**config.mk**
```make
export PLATFORM = sky130hd
export DESIGN_NAME = pcca_core
export DESIGN_NICKNAME = d
export VERILOG_FILES = /design/src/rtl/pcca_pkg.sv /design/src/rtl/pcca_cycle_timer.sv /design/src/rtl/pcca_core.sv
export VERILOG_INCLUDE_DIRS = /design/src /design/src/rtl
export SDC_FILE = /design/constraint.sdc
export NUM_CORES = 1
export LEC_CHECK = 0
export BUFFER_PORTS_ARGS = -buffer_cell sky130_fd_sc_hd__buf_4
export CAP_MARGIN = 40
export CORE_ASPECT_RATIO = 0.75
export CORE_MARGIN = 4
export CORE_UTILIZATION = 60
export DETAILED_ROUTE_END_ITERATION = 16
export PLACE_DENSITY = 0.92
export SYNTH_ARGS = -nofsm -noshare
export SYNTH_HDL_FRONTEND = slang
export SYNTH_SLANG_ARGS = --single-unit
```
**constraint.sdc**
```tcl
create_clock -name ref_clk -period 7.65 [get_ports ref_clk]
set_input_delay 0 -clock ref_clk [delete_from_list [all_inputs] [get_ports ref_clk]]
set_output_delay 0 -clock ref_clk [all_outputs]
set_load 0.01 [all_outputs]
```
**src/rtl/pcca_regs.svh**
```systemverilog
`ifndef PCCA_REGS_SVH
`define PCCA_REGS_SVH

// ****************************************
// Parameter selectors
// ****************************************
`define PCCA_SEL_COMMAND    4'h0
`define PCCA_SEL_ALARM      4'h1
`define PCCA_SEL_AIN1_TYPE  4'h2
`define PCCA_SEL_AIN2_TYPE  4'h3
`define PCCA_SEL_AIN2_FUNC  4'h4
`define PCCA_SEL_OFF_TIME   4'h5
`define PCCA_SEL_RAMP_TIME  4'h6
`define PCCA_SEL_CYCLE_TIME 4'h7
`define PCCA_SEL_DELAY      4'h8
`define PCCA_SEL_AIN1_VALUE 4'h9
`define PCCA_SEL_AIN2_VALUE 4'ha
`define PCCA_SEL_LINE_VOLT  4'hb
`define PCCA_SEL_DIG_IN1    4'hc
`define PCCA_SEL_STATUS     4'hd

// ****************************************
// Command word fields
// ****************************************
`define PCCA_CMD_LOCAL_SP   1
`define PCCA_CMD_ENABLE     2
`define PCCA_CMD_LOCAL_IL   4
`define PCCA_CMD_TOTAL_RST  11
`define PCCA_CMD_KEEP_MASK  16'h0016

// ****************************************
// Reset values and ranges
// ****************************************
`define PCCA_RST_COMMAND    16'h0000
`define PCCA_RST_TYPE       2'h1
`define PCCA_TYPE_MAX       2'h3
`define PCCA_RST_MINUTES    11'h001
`define PCCA_MINUTES_MAX    11'h7cf
`define PCCA_RST_CYCLE      8'h1e
`define PCCA_RST_DELAY      7'h3c
`define PCCA_DELAY_MAX      7'h5a
`define PCCA_PERCENT_MAX    10'h3e8

// ****************************************
// Timing
// ****************************************
`define PCCA_CLK_PERIOD_NS  10
`define PCCA_CYCLE_STEP_MS  50
`define PCCA_CYCLE_STEP_CYC ((`PCCA_CYCLE_STEP_MS * 1000000) / `PCCA_CLK_PERIOD_NS)
`define PCCA_MINUTE_S       60
`define PCCA_MINUTE_CYC     ((64'd`PCCA_MINUTE_S * 64'd1000000000) / 64'd`PCCA_CLK_PERIOD_NS)

`endif

```
**src/rtl/pcca_pkg.sv**
```systemverilog
package pcca_pkg;

	typedef enum logic [2:0] {
		ALARM_OVERTEMP_ONLY = 3'b000,
		ALARM_BREAK         = 3'b001,
		ALARM_SHORT         = 3'b010,
		ALARM_LIMIT         = 3'b011,
		ALARM_BREAK_SHORT   = 3'b100,
		ALARM_BREAK_LIMIT   = 3'b101,
		ALARM_SHORT_LIMIT   = 3'b110,
		ALARM_ALL           = 3'b111
	} pcca_alarm_sel_t;

	typedef enum logic [1:0] {
		AIN2_CURRENT_LIMIT = 2'b00,
		AIN2_FEEDBACK      = 2'b01,
		AIN2_SET_POINT     = 2'b10
	} pcca_ain2_func_t;

	typedef enum logic [1:0] {
		BAKE_IDLE = 2'b00,
		BAKE_RAMP = 2'b01
	} pcca_bake_state_t;

endpackage

```
**src/rtl/pcca_cycle_timer.sv**
```systemverilog
`timescale 1ns/1ps
`include "pcca_regs.svh"

module pcca_cycle_timer #(
	parameter int unsigned STEP_CYCLES = `PCCA_CYCLE_STEP_CYC
) (
	input  wire logic       ref_clk,
	input  wire logic       sys_rst,
	input  wire logic [7:0] cycleSteps,
	output logic            cycleStart
);
	import pcca_pkg::*;

	logic [31:0] stepCnt_reg;
	logic [7:0]  cycleCnt_reg;
	logic        cycleStart_reg;
	wire         stepDone  = (stepCnt_reg == STEP_CYCLES - 1);
	wire         cycleDone = stepDone && (cycleCnt_reg >= cycleSteps - 8'h01);

	// ****************************************
	// One cycle is cycleSteps times 50 ms
	// ****************************************
	always_ff @(posedge ref_clk or posedge sys_rst) begin
		if (sys_rst) begin
			stepCnt_reg    <= 32'h0;
			cycleCnt_reg   <= 8'h0;
			cycleStart_reg <= 1'b0;
		end else begin
			stepCnt_reg    <= stepDone ? 32'h0 : stepCnt_reg + 32'h1;
			// Zero steps means no cycle at all
			cycleStart_reg <= cycleDone && (cycleSteps != 8'h0);
			if (cycleDone)
				cycleCnt_reg <= 8'h0;
			else if (stepDone)
				cycleCnt_reg <= cycleCnt_reg + 8'h1;
		end
	end

	assign cycleStart = cycleStart_reg;

endmodule // pcca_cycle_timer

```
**src/rtl/pcca_core.sv**
```systemverilog
`timescale 1ns/1ps
`include "pcca_regs.svh"

// Function
// - Over-temperature always raises the alarm
// - Relay energized only when on and healthy
// - Break and short monitored only when selected
// - Eight alarm selections, default heater break
// - Watchdog alarm selectable by software only
// - Analog type codes 1, 2, 3
// - Analog values read 0 to 100.0 percent
// - Second input function, variant dependent default
// - Line voltage reads 0 to 1023
// - Bakeout starts after enough off time, current-limit variant only
// - Bakeout ramp minutes 1 to 1999
// - Command weights 2, 4, 16
// - Bit 2 enables unless input owns enable
// - Bit 4 picks current limit source
// - Bit 11 resets the energy total
// - Other command bits ignored
// - Port 2 read-write: bit 1 picks set point
// - Port 2 read-write: input and bit 2 enable
// - Cycle time is count times 50 ms
// - Firing delay 0 to 90 degrees
// - Digital input 1 level readable
module pcca_core #(
	parameter bit          HAS_CURRENT_LIMIT = 1'b1,
	parameter longint      MINUTE_CYCLES     = `PCCA_MINUTE_CYC,
	parameter int unsigned STEP_CYCLES       = `PCCA_CYCLE_STEP_CYC
) (
	input  wire logic                   ref_clk,
	input  wire logic                   sys_rst,
	input  wire logic                   paramWrEn,
	input  wire logic [3:0]             paramSel,
	input  wire logic [15:0]            paramWrData,
	output logic [15:0]                 paramRdData,
	input  wire logic                   ctrlPowerOn,
	input  wire logic                   heatSinkHotPin,
	input  wire logic                   heaterBreakPin,
	input  wire logic                   shortedSwitchPin,
	input  wire logic                   currentLimitPin,
	input  wire logic                   digIn1Pin,
	input  wire logic                   digEnablePin,
	input  wire logic                   digLocalPin,
	input  wire logic                   digEnableAssigned,
	input  wire logic                   digLocalAssigned,
	input  wire logic                   port2ReadWrite,
	input  wire logic                   commWatchdogErr,
	input  wire logic [9:0]             ain1Raw,
	input  wire logic [9:0]             ain2Raw,
	input  wire logic [9:0]             lineVoltRaw,
	output logic                        alarmRelay,
	output logic                        heaterBreakMonEn,
	output logic                        shortedSwitchMonEn,
	output logic                        outputEnable,
	output logic                        localSetPoint,
	output logic                        localCurrentLimit,
	output logic                        energyTotalReset,
	output logic                        bakeoutActive,
	output logic                        cycleStart,
	output logic [1:0]                  ain1Type,
	output logic [1:0]                  ain2Type,
	output pcca_pkg::pcca_ain2_func_t   ain2Function,
	output logic [6:0]                  firingDelayDeg
);
	import pcca_pkg::*;

	// ****************************************
	// Pin synchronisers
	// ****************************************
	localparam int NPIN = 7;
	logic [NPIN-1:0] pinMeta_reg;
	logic [NPIN-1:0] pinSync_reg;
	wire  [NPIN-1:0] pinRaw = {digLocalPin, digEnablePin, digIn1Pin, currentLimitPin,
		shortedSwitchPin, heaterBreakPin, heatSinkHotPin};

	always_ff @(posedge ref_clk or posedge sys_rst) begin
		if (sys_rst) begin
			pinMeta_reg <= '0;
			pinSync_reg <= '0;
		end else begin
			pinMeta_reg <= pinRaw;
			pinSync_reg <= pinMeta_reg;
		end
	end

	wire hotSync   = pinSync_reg[0];
	wire breakSync = pinSync_reg[1];
	wire shortSync = pinSync_reg[2];
	wire limitSync = pinSync_reg[3];
	wire din1Sync  = pinSync_reg[4];
	wire denSync   = pinSync_reg[5];
	wire dlocSync  = pinSync_reg[6];

	// ****************************************
	// Alarm selection decode
	// ****************************************
	function automatic logic [2:0] alarmIncludes(input pcca_alarm_sel_t sel);
		case (sel)
			ALARM_BREAK:       alarmIncludes = 3'b001;
			ALARM_SHORT:       alarmIncludes = 3'b010;
			ALARM_LIMIT:       alarmIncludes = 3'b100;
			ALARM_BREAK_SHORT: alarmIncludes = 3'b011;
			ALARM_BREAK_LIMIT: alarmIncludes = 3'b101;
			ALARM_SHORT_LIMIT: alarmIncludes = 3'b110;
			ALARM_ALL:         alarmIncludes = 3'b111;
			default:           alarmIncludes = 3'b000;
		endcase
	endfunction

	// ****************************************
	// Parameter registers
	// ****************************************
	logic [15:0]      cmd_reg;
	logic [15:0]      cmdApplied_reg;
	pcca_alarm_sel_t  alarmSel_reg;
	logic             watchdogSel_reg;
	logic [1:0]       ain1Type_reg;
	logic [1:0]       ain2Type_reg;
	pcca_ain2_func_t  ain2Func_reg;
	logic [10:0]      offTime_reg;
	logic [10:0]      rampTime_reg;
	logic [7:0]       cycleTime_reg;
	logic [6:0]       delay_reg;
	logic             totalReset_reg;

	wire wrCmd   = paramWrEn && (paramSel == `PCCA_SEL_COMMAND);
	wire wrAlarm = paramWrEn && (paramSel == `PCCA_SEL_ALARM);
	wire wrA1Typ = paramWrEn && (paramSel == `PCCA_SEL_AIN1_TYPE);
	wire wrA2Typ = paramWrEn && (paramSel == `PCCA_SEL_AIN2_TYPE);
	wire wrA2Fn  = paramWrEn && (paramSel == `PCCA_SEL_AIN2_FUNC);
	wire wrOff   = paramWrEn && (paramSel == `PCCA_SEL_OFF_TIME);
	wire wrRamp  = paramWrEn && (paramSel == `PCCA_SEL_RAMP_TIME);
	wire wrCycle = paramWrEn && (paramSel == `PCCA_SEL_CYCLE_TIME);
	wire wrDelay = paramWrEn && (paramSel == `PCCA_SEL_DELAY);

	// Out-of-range writes are dropped so a bad host cannot corrupt a setting
	wire [2:0]  wrAlarmSet = alarmIncludes(pcca_alarm_sel_t'(paramWrData[2:0]));
	wire        alarmOk    = HAS_CURRENT_LIMIT || !wrAlarmSet[2];
	wire [1:0]  wrType     = paramWrData[1:0];
	wire        typeOk     = (paramWrData[15:2] == 14'h0) && (wrType != 2'h0);
	wire        funcOk     = (paramWrData[15:2] == 14'h0) && (paramWrData[1:0] != 2'h3)
		&& (HAS_CURRENT_LIMIT || paramWrData[1:0] != AIN2_CURRENT_LIMIT);
	wire [10:0] wrMin      = paramWrData[10:0];
	wire        minOk      = (paramWrData[15:11] == 5'h0) && (wrMin != 11'h0)
		&& (wrMin <= `PCCA_MINUTES_MAX);
	wire        cycleOk    = (paramWrData[15:8] == 8'h0);
	wire        delayOk    = (paramWrData[15:7] == 9'h0)
		&& (paramWrData[6:0] <= `PCCA_DELAY_MAX);
	localparam pcca_ain2_func_t AIN2_RST = HAS_CURRENT_LIMIT ? AIN2_CURRENT_LIMIT
		: AIN2_FEEDBACK;

	always_ff @(posedge ref_clk or posedge sys_rst) begin
		if (sys_rst) begin
			cmd_reg         <= `PCCA_RST_COMMAND;
			cmdApplied_reg  <= `PCCA_RST_COMMAND;
			alarmSel_reg    <= ALARM_BREAK;
			watchdogSel_reg <= 1'b0;
			ain1Type_reg    <= `PCCA_RST_TYPE;
			ain2Type_reg    <= `PCCA_RST_TYPE;
			ain2Func_reg    <= AIN2_RST;
			offTime_reg     <= `PCCA_RST_MINUTES;
			rampTime_reg    <= `PCCA_RST_MINUTES;
			cycleTime_reg   <= `PCCA_RST_CYCLE;
			delay_reg       <= `PCCA_RST_DELAY;
			totalReset_reg  <= 1'b0;
		end else begin
			if (wrCmd)
				cmd_reg <= paramWrData & `PCCA_CMD_KEEP_MASK;
			cmdApplied_reg <= cmd_reg;
			totalReset_reg <= wrCmd && paramWrData[`PCCA_CMD_TOTAL_RST];
			if (wrAlarm && alarmOk) begin
				alarmSel_reg    <= pcca_alarm_sel_t'(paramWrData[2:0]);
				watchdogSel_reg <= paramWrData[3];
			end
			if (wrA1Typ && typeOk)
				ain1Type_reg <= wrType;
			if (wrA2Typ && typeOk)
				ain2Type_reg <= wrType;
			if (wrA2Fn && funcOk)
				ain2Func_reg <= pcca_ain2_func_t'(paramWrData[1:0]);
			if (wrOff && minOk)
				offTime_reg <= wrMin;
			if (wrRamp && minOk)
				rampTime_reg <= wrMin;
			if (wrCycle && cycleOk)
				cycleTime_reg <= paramWrData[7:0];
			if (wrDelay && delayOk)
				delay_reg <= paramWrData[6:0];
		end
	end

	// ****************************************
	// Alarm and monitor enables
	// ****************************************
	wire [2:0] alarmSet   = alarmIncludes(alarmSel_reg);
	wire       breakMonEn = alarmSet[0];
	wire       shortMonEn = alarmSet[1];
	wire       alarmCond  = hotSync
		|| (breakMonEn && breakSync) || (shortMonEn && shortSync)
		|| (alarmSet[2] && limitSync) || (watchdogSel_reg && commWatchdogErr);
	logic alarmRelay_reg;

	always_ff @(posedge ref_clk or posedge sys_rst) begin
		if (sys_rst)
			alarmRelay_reg <= 1'b0;
		else
			alarmRelay_reg <= ctrlPowerOn && !alarmCond;
	end

	// ****************************************
	// Command word steering
	// ****************************************
	wire cmdLocal  = cmdApplied_reg[`PCCA_CMD_LOCAL_SP];
	wire cmdEnable = cmdApplied_reg[`PCCA_CMD_ENABLE];
	wire enableNext = !digEnableAssigned ? cmdEnable
		: port2ReadWrite ? (denSync && cmdEnable) : denSync;
	wire localNext  = (port2ReadWrite || !digLocalAssigned) ? cmdLocal
		: dlocSync;
	logic outEn_reg;
	logic local_reg;
	logic localIl_reg;

	always_ff @(posedge ref_clk or posedge sys_rst) begin
		if (sys_rst) begin
			outEn_reg   <= 1'b0;
			local_reg   <= 1'b0;
			localIl_reg <= 1'b0;
		end else begin
			outEn_reg   <= enableNext;
			local_reg   <= localNext;
			localIl_reg <= cmdApplied_reg[`PCCA_CMD_LOCAL_IL];
		end
	end

	// ****************************************
	// Bakeout off-time and ramp timing
	// ****************************************
	// A 64-bit prescaler so one minute fits at 100 MHz
	logic [63:0]      minCnt_reg;
	logic [10:0]      offMin_reg;
	logic [10:0]      rampMin_reg;
	logic             prevEn_reg;
	pcca_bake_state_t bake_reg;
	wire              minTick   = (minCnt_reg == 64'(MINUTE_CYCLES - 1));
	wire              enRise    = outEn_reg && !prevEn_reg;
	wire              bakeStart = enRise && (offMin_reg >= offTime_reg)
		&& HAS_CURRENT_LIMIT;

	always_ff @(posedge ref_clk or posedge sys_rst) begin
		if (sys_rst) begin
			minCnt_reg  <= 64'h0;
			offMin_reg  <= 11'h0;
			rampMin_reg <= 11'h0;
			prevEn_reg  <= 1'b0;
			bake_reg    <= BAKE_IDLE;
		end else begin
			prevEn_reg <= outEn_reg;
			minCnt_reg <= (minTick || outEn_reg != prevEn_reg) ? 64'h0
				: minCnt_reg + 64'h1;
			if (outEn_reg)
				offMin_reg <= 11'h0;
			else if (minTick && offMin_reg != `PCCA_MINUTES_MAX)
				offMin_reg <= offMin_reg + 11'h1;
			case (bake_reg)
				BAKE_IDLE: begin
					rampMin_reg <= 11'h0;
					if (bakeStart)
						bake_reg <= BAKE_RAMP;
				end
				BAKE_RAMP: begin
					if (!outEn_reg)
						bake_reg <= BAKE_IDLE;
					else if (minTick) begin
						rampMin_reg <= rampMin_reg + 11'h1;
						if (rampMin_reg + 11'h1 >= rampTime_reg)
							bake_reg <= BAKE_IDLE;
					end
				end
				default: bake_reg <= BAKE_IDLE;
			endcase
		end
	end

	// ****************************************
	// Measurements and readback
	// ****************************************
	logic [9:0] ain1Val_reg;
	logic [9:0] ain2Val_reg;
	logic [9:0] lineVolt_reg;
	wire  [9:0] ain1Clip = (ain1Raw > `PCCA_PERCENT_MAX) ? `PCCA_PERCENT_MAX : ain1Raw;
	wire  [9:0] ain2Clip = (ain2Raw > `PCCA_PERCENT_MAX) ? `PCCA_PERCENT_MAX : ain2Raw;

	always_ff @(posedge ref_clk or posedge sys_rst) begin
		if (sys_rst) begin
			ain1Val_reg  <= 10'h0;
			ain2Val_reg  <= 10'h0;
			lineVolt_reg <= 10'h0;
		end else begin
			ain1Val_reg  <= ain1Clip;
			ain2Val_reg  <= ain2Clip;
			lineVolt_reg <= lineVoltRaw;
		end
	end

	wire [15:0] statusWord = {9'h0, bake_reg == BAKE_RAMP, local_reg, outEn_reg,
		hotSync, limitSync, shortSync, breakSync};
	wire [15:0] rdMux =
		(paramSel == `PCCA_SEL_COMMAND)    ? cmd_reg :
		(paramSel == `PCCA_SEL_ALARM)      ? {12'h0, watchdogSel_reg, alarmSel_reg} :
		(paramSel == `PCCA_SEL_AIN1_TYPE)  ? {14'h0, ain1Type_reg} :
		(paramSel == `PCCA_SEL_AIN2_TYPE)  ? {14'h0, ain2Type_reg} :
		(paramSel == `PCCA_SEL_AIN2_FUNC)  ? {14'h0, ain2Func_reg} :
		(paramSel == `PCCA_SEL_OFF_TIME)   ? {5'h0, offTime_reg} :
		(paramSel == `PCCA_SEL_RAMP_TIME)  ? {5'h0, rampTime_reg} :
		(paramSel == `PCCA_SEL_CYCLE_TIME) ? {8'h0, cycleTime_reg} :
		(paramSel == `PCCA_SEL_DELAY)      ? {9'h0, delay_reg} :
		(paramSel == `PCCA_SEL_AIN1_VALUE) ? {6'h0, ain1Val_reg} :
		(paramSel == `PCCA_SEL_AIN2_VALUE) ? {6'h0, ain2Val_reg} :
		(paramSel == `PCCA_SEL_LINE_VOLT)  ? {6'h0, lineVolt_reg} :
		(paramSel == `PCCA_SEL_DIG_IN1)    ? {15'h0, din1Sync} :
		(paramSel == `PCCA_SEL_STATUS)     ? statusWord : 16'h0;
	logic [15:0] rdData_reg;

	always_ff @(posedge ref_clk or posedge sys_rst) begin
		if (sys_rst)
			rdData_reg <= 16'h0;
		else
			rdData_reg <= rdMux;
	end

	pcca_cycle_timer #(
		.STEP_CYCLES (STEP_CYCLES)
	) cycleTimer (
		.ref_clk     (ref_clk),
		.sys_rst     (sys_rst),
		.cycleSteps  (cycleTime_reg),
		.cycleStart  (cycleStart)
	);

	assign paramRdData        = rdData_reg;
	assign alarmRelay         = alarmRelay_reg;
	assign heaterBreakMonEn   = breakMonEn;
	assign shortedSwitchMonEn = shortMonEn;
	assign outputEnable       = outEn_reg;
	assign localSetPoint      = local_reg;
	assign localCurrentLimit  = localIl_reg;
	assign energyTotalReset   = totalReset_reg;
	assign bakeoutActive      = (bake_reg == BAKE_RAMP);
	assign ain1Type           = ain1Type_reg;
	assign ain2Type           = ain2Type_reg;
	assign ain2Function       = ain2Func_reg;
	assign firingDelayDeg     = delay_reg;
endmodule // pcca_core

```
Word-level counts from Yosys, hierarchy flattened:

Cells that the tools add are included.

* bits in registers: 243
* bits of input ports: 65
* output and inout bits: 38

* add/subtract/negate cells: 6
* magnitude comparators: 7
* equal/unequal tests: 31
* mux-type cells: 34
* reductions and logical operators: 56

Operator list (number)
* $mux 11: 11
* $mux 10: 7
* $add 64x1->64 const B: 1
* $eq 64x33->1 const B: 1
* $mux 64: 1
* $logic_and 1x1->1: 33
* $add 32x1->32 const B: 1
* $eq 32x23->1 const B: 1
* $mux 32: 1
* $eq 4x4->1 const B: 6
* $add 11x1->11 const B: 2
* $ge 11x11->1: 2
* $pmux 11 s2: 1
* $pmux 3 s7: 1
* $gt 10x10->1 const B: 2
* $eq 4x3->1 const B: 4
* $mux 8: 2
* $logic_not 14->1: 1
* $mux 7: 2
* $eq 3x3->1 const B: 4
* $le 11x11->1 const B: 1
* $ne 11x11->1 const B: 1
* $reduce_bool 11->1: 1
* $logic_not 9->1: 1
* 25 further kinds: 46

Longest topological paths before layout:

Gate-level depths: netlist of run 1.

* depth after elaboration: 15
* mapped depth: 12

Cells and area by module:

A second synthesis of run 1 with hierarchy kept.

* cell total of the unflattened synthesis: 1218
* area total of the unflattened synthesis: 12305.6 µm²

Modules (own cells, without submodules)
* pcca_core: instances 1, cells an instance 988, area each 9990.8 µm², sequential area each 5046.1 µm²
* pcca_cycle_timer: instances 1, cells an instance 230, area each 2314.7 µm², sequential area each 1026.0 µm²

Worst setup path after synthesis of run 1:

Ideal clock, no wire load.

* path type: reg2reg
* start point: reg cycleTime_reg[2]
* end point: reg cycleTimer.cycleCnt_reg[4]
* arrival: 2.443 ns
* data required time: 7.567 ns
* setup slack: 5.125 ns
* cell stages (with the launch flop): 13
* buffers on the path: 2
* clock period less this slack: 2.525 ns
* cells stage by stage: dfstp_2 -> clkbuf_1 -> nor2_1 -> nor4b_1 -> xnor2_1 -> ha_1 -> a21o_1 -> a21o_1 -> a21oi_1 -> o31a_1 -> clkbuf_1 -> a21oi_1 -> o21ai_0

* longest elaborated chain between the ends: 4
* elaborated cells on any way between the ends: 5

Ends and longest elaborated chain
* start: declaration: line pcca_core.sv:123 `logic [7:0] cycleTime_reg;`
* start signal: assignment: line pcca_core.sv:164 `` cycleTime_reg <= `PCCA_RST_CYCLE; ``
* start signal: assignment: line pcca_core.sv:187 `cycleTime_reg <= paramWrData[7:0];`
* $sub 8x1->8 *: line pcca_cycle_timer.sv:18 `wire cycleDone = stepDone && (cycleCnt_reg >= cycleSteps - 8'h01);`
* $ge 8x8->1 *: line pcca_cycle_timer.sv:18
* $logic_and 1x1->1 *: line pcca_cycle_timer.sv:18
* $mux 8 or $reduce_bool 2->1 (tied branches)
* end signal: assignment: line pcca_cycle_timer.sv:35 `cycleCnt_reg <= cycleCnt_reg + 8'h1;`
* end: declaration: line pcca_cycle_timer.sv:15 `logic [7:0] cycleCnt_reg;`

Every way passes the cells marked *; elsewhere a longest branch is shown, timed or not.
A chain may end at the register's enable or synchronous reset.

Worst setup path after layout of run 1:

* start point: reg rampMin_reg[0]
* end point: reg bake_reg[0]

* longest elaborated chain between the ends: 4

Ends and longest elaborated chain
* start: declaration: line pcca_core.sv:242 `logic [10:0] rampMin_reg;`
* start signal: assignment: line pcca_core.sv:275 `rampMin_reg <= rampMin_reg + 11'h1;`
* $add 11x1->11: line pcca_core.sv:276 `if (rampMin_reg + 11'h1 >= rampTime_reg)`
* $ge 11x11->1: line pcca_core.sv:276
* $ne 3x2->1 (no source line)
* $reduce_and 3->1 (no source line)
* end signal: assignment: line pcca_core.sv:273 `bake_reg <= BAKE_IDLE;`
* end signal: assignment: line pcca_core.sv:277 `bake_reg <= BAKE_IDLE;`
* end signal: assignment: line pcca_core.sv:280 `default: bake_reg <= BAKE_IDLE;`
* end: declaration: line pcca_core.sv:244 `pcca_bake_state_t bake_reg;`

No other way between the ends.

==> impl_summary.txt, run 1 <==
----------------------------------------------------
[Placed design]
  Port buffer count ... 97
  Count of placed standard cells including taps ... about 1500
  Worst slack after detailed placement ... 4640 ps
  DP Area ... 13100 µm²
  Final weighted congestion of routability-driven global placement ... 0.968
  Hpwl dp ... 20.6 mm

[Critical path]
  Worst path max stage delay ... 510 ps
  Cell type of the slowest stage on the worst timing path ... sky130_fd_sc_hd__a221oi_1
  Largest delay contributor family on the critical path ... compound AO/OA/AOI/OAI gates
  Critical path buffer and inverter count ... 0
  Ordered list of cells on the worst path ... ha_1, nand3_1, or2_2, xnor2_1, ha_1, a2111o_1, a31oi_1, o21ai_0, a221oi_1, o211ai_1, o21ai_0
  Type of destination of the critical path ... flip-flop
  Startpoint type of the worst setup path ... flip-flop
  Crit Path Max Fanout ... 5
  Required time worst endpoint ... 8070 ps
  Data arrival at the endpoint of the critical path ... 3510 ps
  Critical path type ... flip-flop to flip-flop

[STA]
  Final Critical Period ... ~3100 ps
  Worst relative slew slack ... 0.320
  Clock tree skew after final layout ... 26.6 ps
  Setup-failing EPs final ... 0
  Worst-Margin Slew ... 1020 ps
  Highest attainable clock frequency ... ~320 MHz
  Post-route worst hold slack ... 119 ps
  Final critical-path setup slack ... 4560 ps
  Setup repair after global routing missed its margin ... false
  Number of slew-limit violations in the final report ... 0
  Number of hold-slack violations in the final timing report ... 0
  Final sum of negative setup slack ... 0 ps
  Final clock period utilization by the worst path ... 0.404

[Clock network]
  CTS tree ... built
  Level count of the clock H-tree ... 1
  Buffer depth of the longest clock path ... 3
  Later-pin clock latency in the skew report ... 530 ps
  Clock transition at the registers of the reported paths ... 70 ps
  Number of clock sinks seen by CTS ... 242
  Root buf cell ... sky130_fd_sc_hd__clkbuf_16
  CTS buffer count ... 23
  Setup fix buffers added after clock tree synthesis ... 0

[Route]
  DRC violation count after routing ... 0
  Detailed-route via count ... roughly 11000
  Iteration-0 DRC Markers ... 1351
  WL per Instance ... 21.1 µm
  Post-Route WL ... ~35 mm
  Detailed-route vias per instance ... approximately 6.5
  DRT Pass-1 Iters ... 6
  Final antenna-violating net count ... 0

[Power]
  Total Power ... approximately 2.8 mW
  Maximum resistive drop on vdd ... 0.000230 V
  Combinational Power Share ... 0.106
  Internal power component ... between 2 and 2.5 mW
  Share of power burned in the clock network ... 0.411
  Proportion of total power due to net switching ... 0.257
  P_leak ... 6.53 nW
  Total power per unit cell area ... ~200 nW/µm²
  Switching Power ... 0.733 mW
  Proportion of power drawn by flip-flops and latches ... 0.482

[Cells and area]
  Combined area of the multi-input logic cells ... roughly 5800 µm²
  Area added between synthesis and finish ... 19.3%
  Post-Route Utilization ... 0.740
  Count of filler cells inserted in the layout ... 1171
  Number of nets at the end of the flow ... 1466
  Fin cells ... 1635
  Sequential standard cell area ... between 6000 and 7000 µm²
  Number of flip-flops in the largest register ... 64
  Proportion of layout cells with a drive suffix above 1 ... 0.160
  Final instance area ... 14600 µm²

[Synthesis]
  Async set-reset flop share out of synthesis ... 1.00
  Count of yosys warnings during synthesis ... 0
  Top flip-flop cell by instance count after synthesis ... sky130_fd_sc_hd__dfrtp_1
  Synthesized instance count ... approximately 1200
  Post-Syn Area ... 12200 µm²
  Post-synth cell types ... 73
  Average cell area after synthesis ... 10.0 µm²
  EDFF count, synth ... 0
  Seq/Total Area, Yosys ... 0.497
  Count of state elements after synthesis ... 242

[GRT]
  Remaining Overflow, GRT ... 0
  Global Route Usage Sum ... 0.294
  Via count of the first global-routing pass ... around 11000
  Antenna violations before repair ... 2
  First-pass GRT wire length ... 55.4 mm
  Maximum number of pins on one net before global-route repair ... 96

[Floorplan]
  Initial Utilization ... 0.620
  Area enclosed by the die boundary ... 22800 µm²
  Row Count ... 44
  Core region area ... around 20000 µm²
  Chip height ... 132 µm
  Die width ... 173 µm
  Top Ports ... 103

[Status]
  Status ... completed

[Worst hold path]
  Hold Crit Class ... input pin to flip-flop

[Run]
  Number of max-cap violations ... 0

----------------------------------------------------
metal layers:
metal / vias up / global-route usage / part of all wire
met5: - / 0 / 0.00038
met4: 2 / 0.126 / 0.052
met3: 199 / 0.0761 / 0.10
met2: 708 / 0.482 / 0.46
met1: 5102 / 0.373 / 0.38
li1: 4590 / - / -
cell usage after synthesis (11+ instances only):
cell type | n | area (µm²)
sky130_fd_sc_hd__a21oi_1 | 42 | 210
sky130_fd_sc_hd__xor2_1 | 54 | 473
sky130_fd_sc_hd__o21ai_0 | 49 | 245
sky130_fd_sc_hd__dfstp_2 | 13 | 342
sky130_fd_sc_hd__mux2i_1 | 15 | 150
sky130_fd_sc_hd__mux2_2 | 45 | 507
sky130_fd_sc_hd__dfrtp_1 | 229 | 5730
sky130_fd_sc_hd__nand3_1 | 65 | 325
sky130_fd_sc_hd__nand4_1 | 40 | 250
sky130_fd_sc_hd__nand2_1 | 84 | 315
sky130_fd_sc_hd__clkbuf_1 | 43 | 161
sky130_fd_sc_hd__and2_1 | 15 | 93.8
sky130_fd_sc_hd__nor4_1 | 27 | 169
sky130_fd_sc_hd__xnor2_1 | 58 | 508
sky130_fd_sc_hd__ha_1 | 38 | 475
sky130_fd_sc_hd__and3_1 | 23 | 144
sky130_fd_sc_hd__nand2b_1 | 11 | 68.8
sky130_fd_sc_hd__nor2_1 | 140 | 526
sky130_fd_sc_hd__inv_1 | 45 | 169
sky130_fd_sc_hd__or3_1 | 20 | 125
sky130_fd_sc_hd__nor3_1 | 22 | 110
layout make-up:
class                      count  area share
sequential                   242       0.416
timing repair buffer         172       0.102
inverter                      45      0.0121
clock inverter                10     0.00772
antenna                        2    0.000343
tap                          253      0.0217
clock buffer                  32      0.0445
multi-input combinational    879       0.395
worst paths after layout:
check / to / depth (start not counted) / slack [ps] / start
max reg2reg: bake_reg[0] / 11 / 4560 / rampMin_reg[0]
min in group asynchronous: cycleTimer.stepCnt_reg[26] / 3 / 140 / sys_rst
max: bake_reg[0] / 11 / 4560 / rampMin_reg[0]
min: pinMeta_reg[1] / 2 / 120 / heaterBreakPin
min reg2reg: localCurrentLimit / 0 / 350 / cmdApplied_reg[4]
max in group asynchronous: offTime_reg[8] / 4 / 6250 / sys_rst
power groups by stage:
stage	clock network, mW	registers [mW]	logic (mW)
finish	1.17	1.37	0.303
global route	1.22	1.37	0.324
CTS	1.17	1.37	0.289
detailed placement	0	1.39	0.258
global placement	0	1.39	0.241
floorplan	0	1.38	0.152
worst reg2reg max path, cell delays in order, from the launching register on:
cell	delay, ps
sky130_fd_sc_hd__dfrtp_1	400
sky130_fd_sc_hd__ha_1	240
sky130_fd_sc_hd__nand3_1	190
sky130_fd_sc_hd__or2_2	380
sky130_fd_sc_hd__xnor2_1	150
sky130_fd_sc_hd__ha_1	200
sky130_fd_sc_hd__a2111o_1	330
sky130_fd_sc_hd__a31oi_1	150
sky130_fd_sc_hd__o21ai_0	150
sky130_fd_sc_hd__a221oi_1	510
sky130_fd_sc_hd__o211ai_1	150
sky130_fd_sc_hd__o21ai_0	140
kinds of logic after synthesis:
logic type,share of synthesized area
xor+xnor,0.0802
flops,0.497
fa+ha+maj,0.0397
buf+inv,0.0339
mux,0.0537
simple gates,0.209
other cells,0.000307
compound gates,0.0870
what timing repair did:
item,4_1_cts,5_1_grt
hold endpoints to repair,179,0
hold buffers,67,0
resized for setup,0,0
cells in the final DEF, fill, tap and decap left out, types with 11 or more instances in the layout:
cell type                       instances
sky130_fd_sc_hd__mux2i_1               15
sky130_fd_sc_hd__a21oi_1               42
sky130_fd_sc_hd__nor2_1               140
sky130_fd_sc_hd__nor4_1                27
sky130_fd_sc_hd__dlygate4sd3_1         67
sky130_fd_sc_hd__nor3_1                22
sky130_fd_sc_hd__mux2_2                45
sky130_fd_sc_hd__and2_1                15
sky130_fd_sc_hd__xor2_1                54
sky130_fd_sc_hd__xnor2_1               58
sky130_fd_sc_hd__dfstp_2               13
sky130_fd_sc_hd__nand2b_1              11
sky130_fd_sc_hd__nand4_1               40
sky130_fd_sc_hd__clkbuf_16             23
sky130_fd_sc_hd__nand3_1               65
sky130_fd_sc_hd__inv_1                 44
sky130_fd_sc_hd__or3_1                 20
sky130_fd_sc_hd__and3_1                23
sky130_fd_sc_hd__nand2_1               83
sky130_fd_sc_hd__buf_4                103
sky130_fd_sc_hd__ha_1                  38
sky130_fd_sc_hd__o21ai_0               49
sky130_fd_sc_hd__dfrtp_1              229
Power figures use the tool's default switching activity.
==> run 2, diff against run 1 <==
--- a/config.mk
+++ b/config.mk
@@ -10,9 +10,9 @@
 export CAP_MARGIN = 40
 export CORE_ASPECT_RATIO = 0.75
 export CORE_MARGIN = 4
-export CORE_UTILIZATION = 60
+export CORE_UTILIZATION = 54
 export DETAILED_ROUTE_END_ITERATION = 16
-export PLACE_DENSITY = 0.92
+export PLACE_DENSITY = 0.88
 export SYNTH_ARGS = -nofsm -noshare
 export SYNTH_HDL_FRONTEND = slang
 export SYNTH_SLANG_ARGS = --single-unit
==> constraint.sdc (replaced) <==
create_clock -name ref_clk -period 2.56 [get_ports ref_clk]
set_input_delay 0 -clock ref_clk [delete_from_list [all_inputs] [get_ports ref_clk]]
set_output_delay 0 -clock ref_clk [all_outputs]
set_load 0.01 [all_outputs]
==> run 2 against run 1 <==
Net effect:
- sequential cell count stayed put
- critical path depth stayed put
- sequential power grew to 3.0 times the previous value
- largest power group unchanged
- non-clock buffer count is 55 higher
- core utilization is 4.7 points lower
- worst setup slack worse by 4500 ps
- register-to-register slack worse by 4500 ps
- combinational power grew to 3.1 times the previous value
- critical endpoint unchanged
- die area is 11% higher
==> impl_summary.txt, run 2 (synthesis results as in run 1) <==
----------------------------------------------------
[Cells and area]
  Post-Route Utilization ... 0.693
  Proportion of layout cells with a drive suffix above 1 ... 0.212
  Area added between synthesis and finish ... 25.6%
  Antenna Cells ... 0
  Number of nets at the end of the flow ... 1523
  Commonest cells after routing, fill and taps aside ... 228 x sky130_fd_sc_hd__dfrtp_1, 154 x sky130_fd_sc_hd__buf_4, 138 x sky130_fd_sc_hd__nor2_1
  Number of flip-flops in the largest register ... 64
  Most frequent standard cell in the layout excluding fill and tap cells ... sky130_fd_sc_hd__dfrtp_1

[Status]
  Status ... completed

[Route]
  Detailed-route vias per instance ... 6.19
  Met3 Routed Length ... 3.31 mm
  Met2 routed wirelength ... 16.2 mm
  Detailed-route via count ... 10721
  Final antenna-violating net count ... 0
  Met1 wire length ... 13.8 mm
  DRC violation count after routing ... 0
  DRT Pass-1 Iters ... 6
  Top sig layer ... met4
  WL per Instance ... 20.1 µm
  Post-Route WL ... ~35 mm
  Iteration-0 DRC Markers ... 1116

[GRT]
  Global Route Usage Sum ... 0.267
  Remaining Overflow, GRT ... 0
  Via count of the first global-routing pass ... around 11000
  First-pass GRT wire length ... approximately 56 mm
  Maximum number of pins on one net before global-route repair ... 102
  Antenna violations before repair ... 0

[Power]
  Combinational Power Share ... 0.102
  Maximum resistive drop on vdd ... 0.000537 V
  Switching Power ... 2.28 mW
  Proportion of power drawn by flip-flops and latches ... 0.451
  Internal power component ... just under 7 mW
  Total power per unit cell area ... 592 nW/µm²
  P_leak ... just under 7 nW
  Proportion of total power due to net switching ... 0.251
  Share of power burned in the clock network ... 0.447

[Clock network]
  Buffer depth of the longest clock path ... 3
  CTS tree ... built
  Clock transition at the registers of the reported paths ... 70 ps
  Root buf cell ... sky130_fd_sc_hd__clkbuf_16
  Later-pin clock latency in the skew report ... 540 ps
  CTS buffer count ... 25
  Level count of the clock H-tree ... 1
  Number of clock sinks seen by CTS ... 242

[Critical path]
  Data arrival at the endpoint of the critical path ... ~3000 ps
  Critical path type ... flip-flop to flip-flop
  End point of the critical path ... bake_reg[0]
  Crit Path Max Fanout ... 4
  Startpoint type of the worst setup path ... flip-flop
  Type of destination of the critical path ... flip-flop
  Terminus of the critical flop-to-flop path ... bake_reg[0]
  Required time worst endpoint ... approximately 3000 ps
  Worst r2r src ... rampMin_reg[0]
  CP startpoint ... rampMin_reg[0]
  Count of cells along the worst register-to-register path ... 11
  Register-to-Register Setup Slack ... 60 ps

[STA]
  Number of slew-limit violations in the final report ... 0
  Clock tree skew after final layout ... slightly below 20 ps
  Worst relative slew slack ... 0.451
  Worst-Margin Slew ... 813 ps
  Final Critical Period ... roughly 2500 ps
  Final sum of negative setup slack ... 0 ps
  Final clock period utilization by the worst path ... 0.976
  Number of hold-slack violations in the final timing report ... 0
  Setup repair after global routing missed its margin ... true
  Setup-failing EPs final ... 0
  Highest attainable clock frequency ... 400 MHz

[Worst hold path]
  Hold Crit Class ... input pin to asynchronous set/reset pin

[Floorplan]
  Area enclosed by the die boundary ... 25100 µm²
  Row Count ... 47
  Initial Utilization ... 0.552
  Core region area ... approximately 22000 µm²
  Chip height ... 138 µm
  Top Ports ... 103
  Die width ... 182 µm

[Run]
  Number of max-cap violations ... 0

[Placed design]
  Final weighted congestion of routability-driven global placement ... 0.962
  Hpwl dp ... approximately 21 mm
  Port buffer count ... 97

----------------------------------------------------
run 2: cell types whose count changed in the layout (fill, tap and decap cells not counted), moves of 3 or more:
cell	change
sky130_fd_sc_hd__clkbuf_1	-4
sky130_fd_sc_hd__bufinv_16	+3
sky130_fd_sc_hd__buf_12	+3
sky130_fd_sc_hd__nor4_2	+4
sky130_fd_sc_hd__buf_4	+51
sky130_fd_sc_hd__nand3_2	+4
sky130_fd_sc_hd__nand3_1	-5
sky130_fd_sc_hd__clkinvlp_4	+3
sky130_fd_sc_hd__nor4_1	-4
run 2: how the worst min path moves through the flow:
stage	from	to	slack [ps]	cells past startpoint
5_1_grt	lineVoltRaw[5]	lineVolt_reg[5]	100	2
3_5_place_dp	sys_rst	cycleTimer.stepCnt_reg[12]	90	2
2_1_floorplan	lineVoltRaw[0]	lineVolt_reg[0]	30	0
6_report	sys_rst	cycleTimer.stepCnt_reg[22]	90	3
3_3_place_gp	sys_rst	cycleTimer.stepCnt_reg[7]	90	2
4_1_cts	paramSel[2]	paramRdData[6]	90	4
run 2: power groups by stage:
stage                     logic (mW)  registers (mW)  clock network (mW)
after global placement         0.772            4.14                   0
final                          0.931            4.10                4.06
after CTS                      0.889            4.08                4.07
after detailed placement       0.793            4.15                   0
after global routing            1.01            4.11                4.26
after floorplan                0.454            4.12                   0
run 2: cell type report:
type	count	area, µm²
clock inverter	15	225
timing repair buffer	227	1930
tap	294	368
fill	1407	6820
clock buffer	31	698
sequential	242	6070
inverter	45	173
multi-input combinational	879	5890
run 2: critical path, cell delays in order, from the launching register on:
cell	delay (ps)
sky130_fd_sc_hd__dfrtp_1	420
sky130_fd_sc_hd__ha_2	240
sky130_fd_sc_hd__nand3_2	90
sky130_fd_sc_hd__or2_4	280
sky130_fd_sc_hd__xnor2_2	140
sky130_fd_sc_hd__ha_2	180
sky130_fd_sc_hd__a2111o_1	280
sky130_fd_sc_hd__a31oi_1	150
sky130_fd_sc_hd__o21ai_1	110
sky130_fd_sc_hd__a221oi_2	310
sky130_fd_sc_hd__o211ai_1	150
sky130_fd_sc_hd__o21ai_1	80
run 2: repair_timing:
action                                 in CTS  in global routing
pin swaps                                   2                  8
setup endpoints to repair                  10                 22
hold buffers                               68                  0
resized for setup                           4                 26
endpoints found under the hold margin     116                  0
buffers inserted                            4                  6
run 2: routing by layer:
metal	global-route usage	vias up
met5	0	-
met4	0.0936	0
met3	0.0536	152
met2	0.423	656
met1	0.369	5222
li1	-	4691
run 2: stage by stage:
step	cell area (µm²)	total power, mW	hold WS [ps]	setup WS, ps	std cells
floorplan	12200	4.57	31.4	-605	1224
global placement	13500	4.92	93.2	27.4	1607
detailed placement	13500	4.94	94.6	-78.1	1608
CTS	15200	9.05	92.5	2.78	1726
global route	15400	9.37	105	-67.8	1733
finish	15400	9.09	86.6	61.6	1733
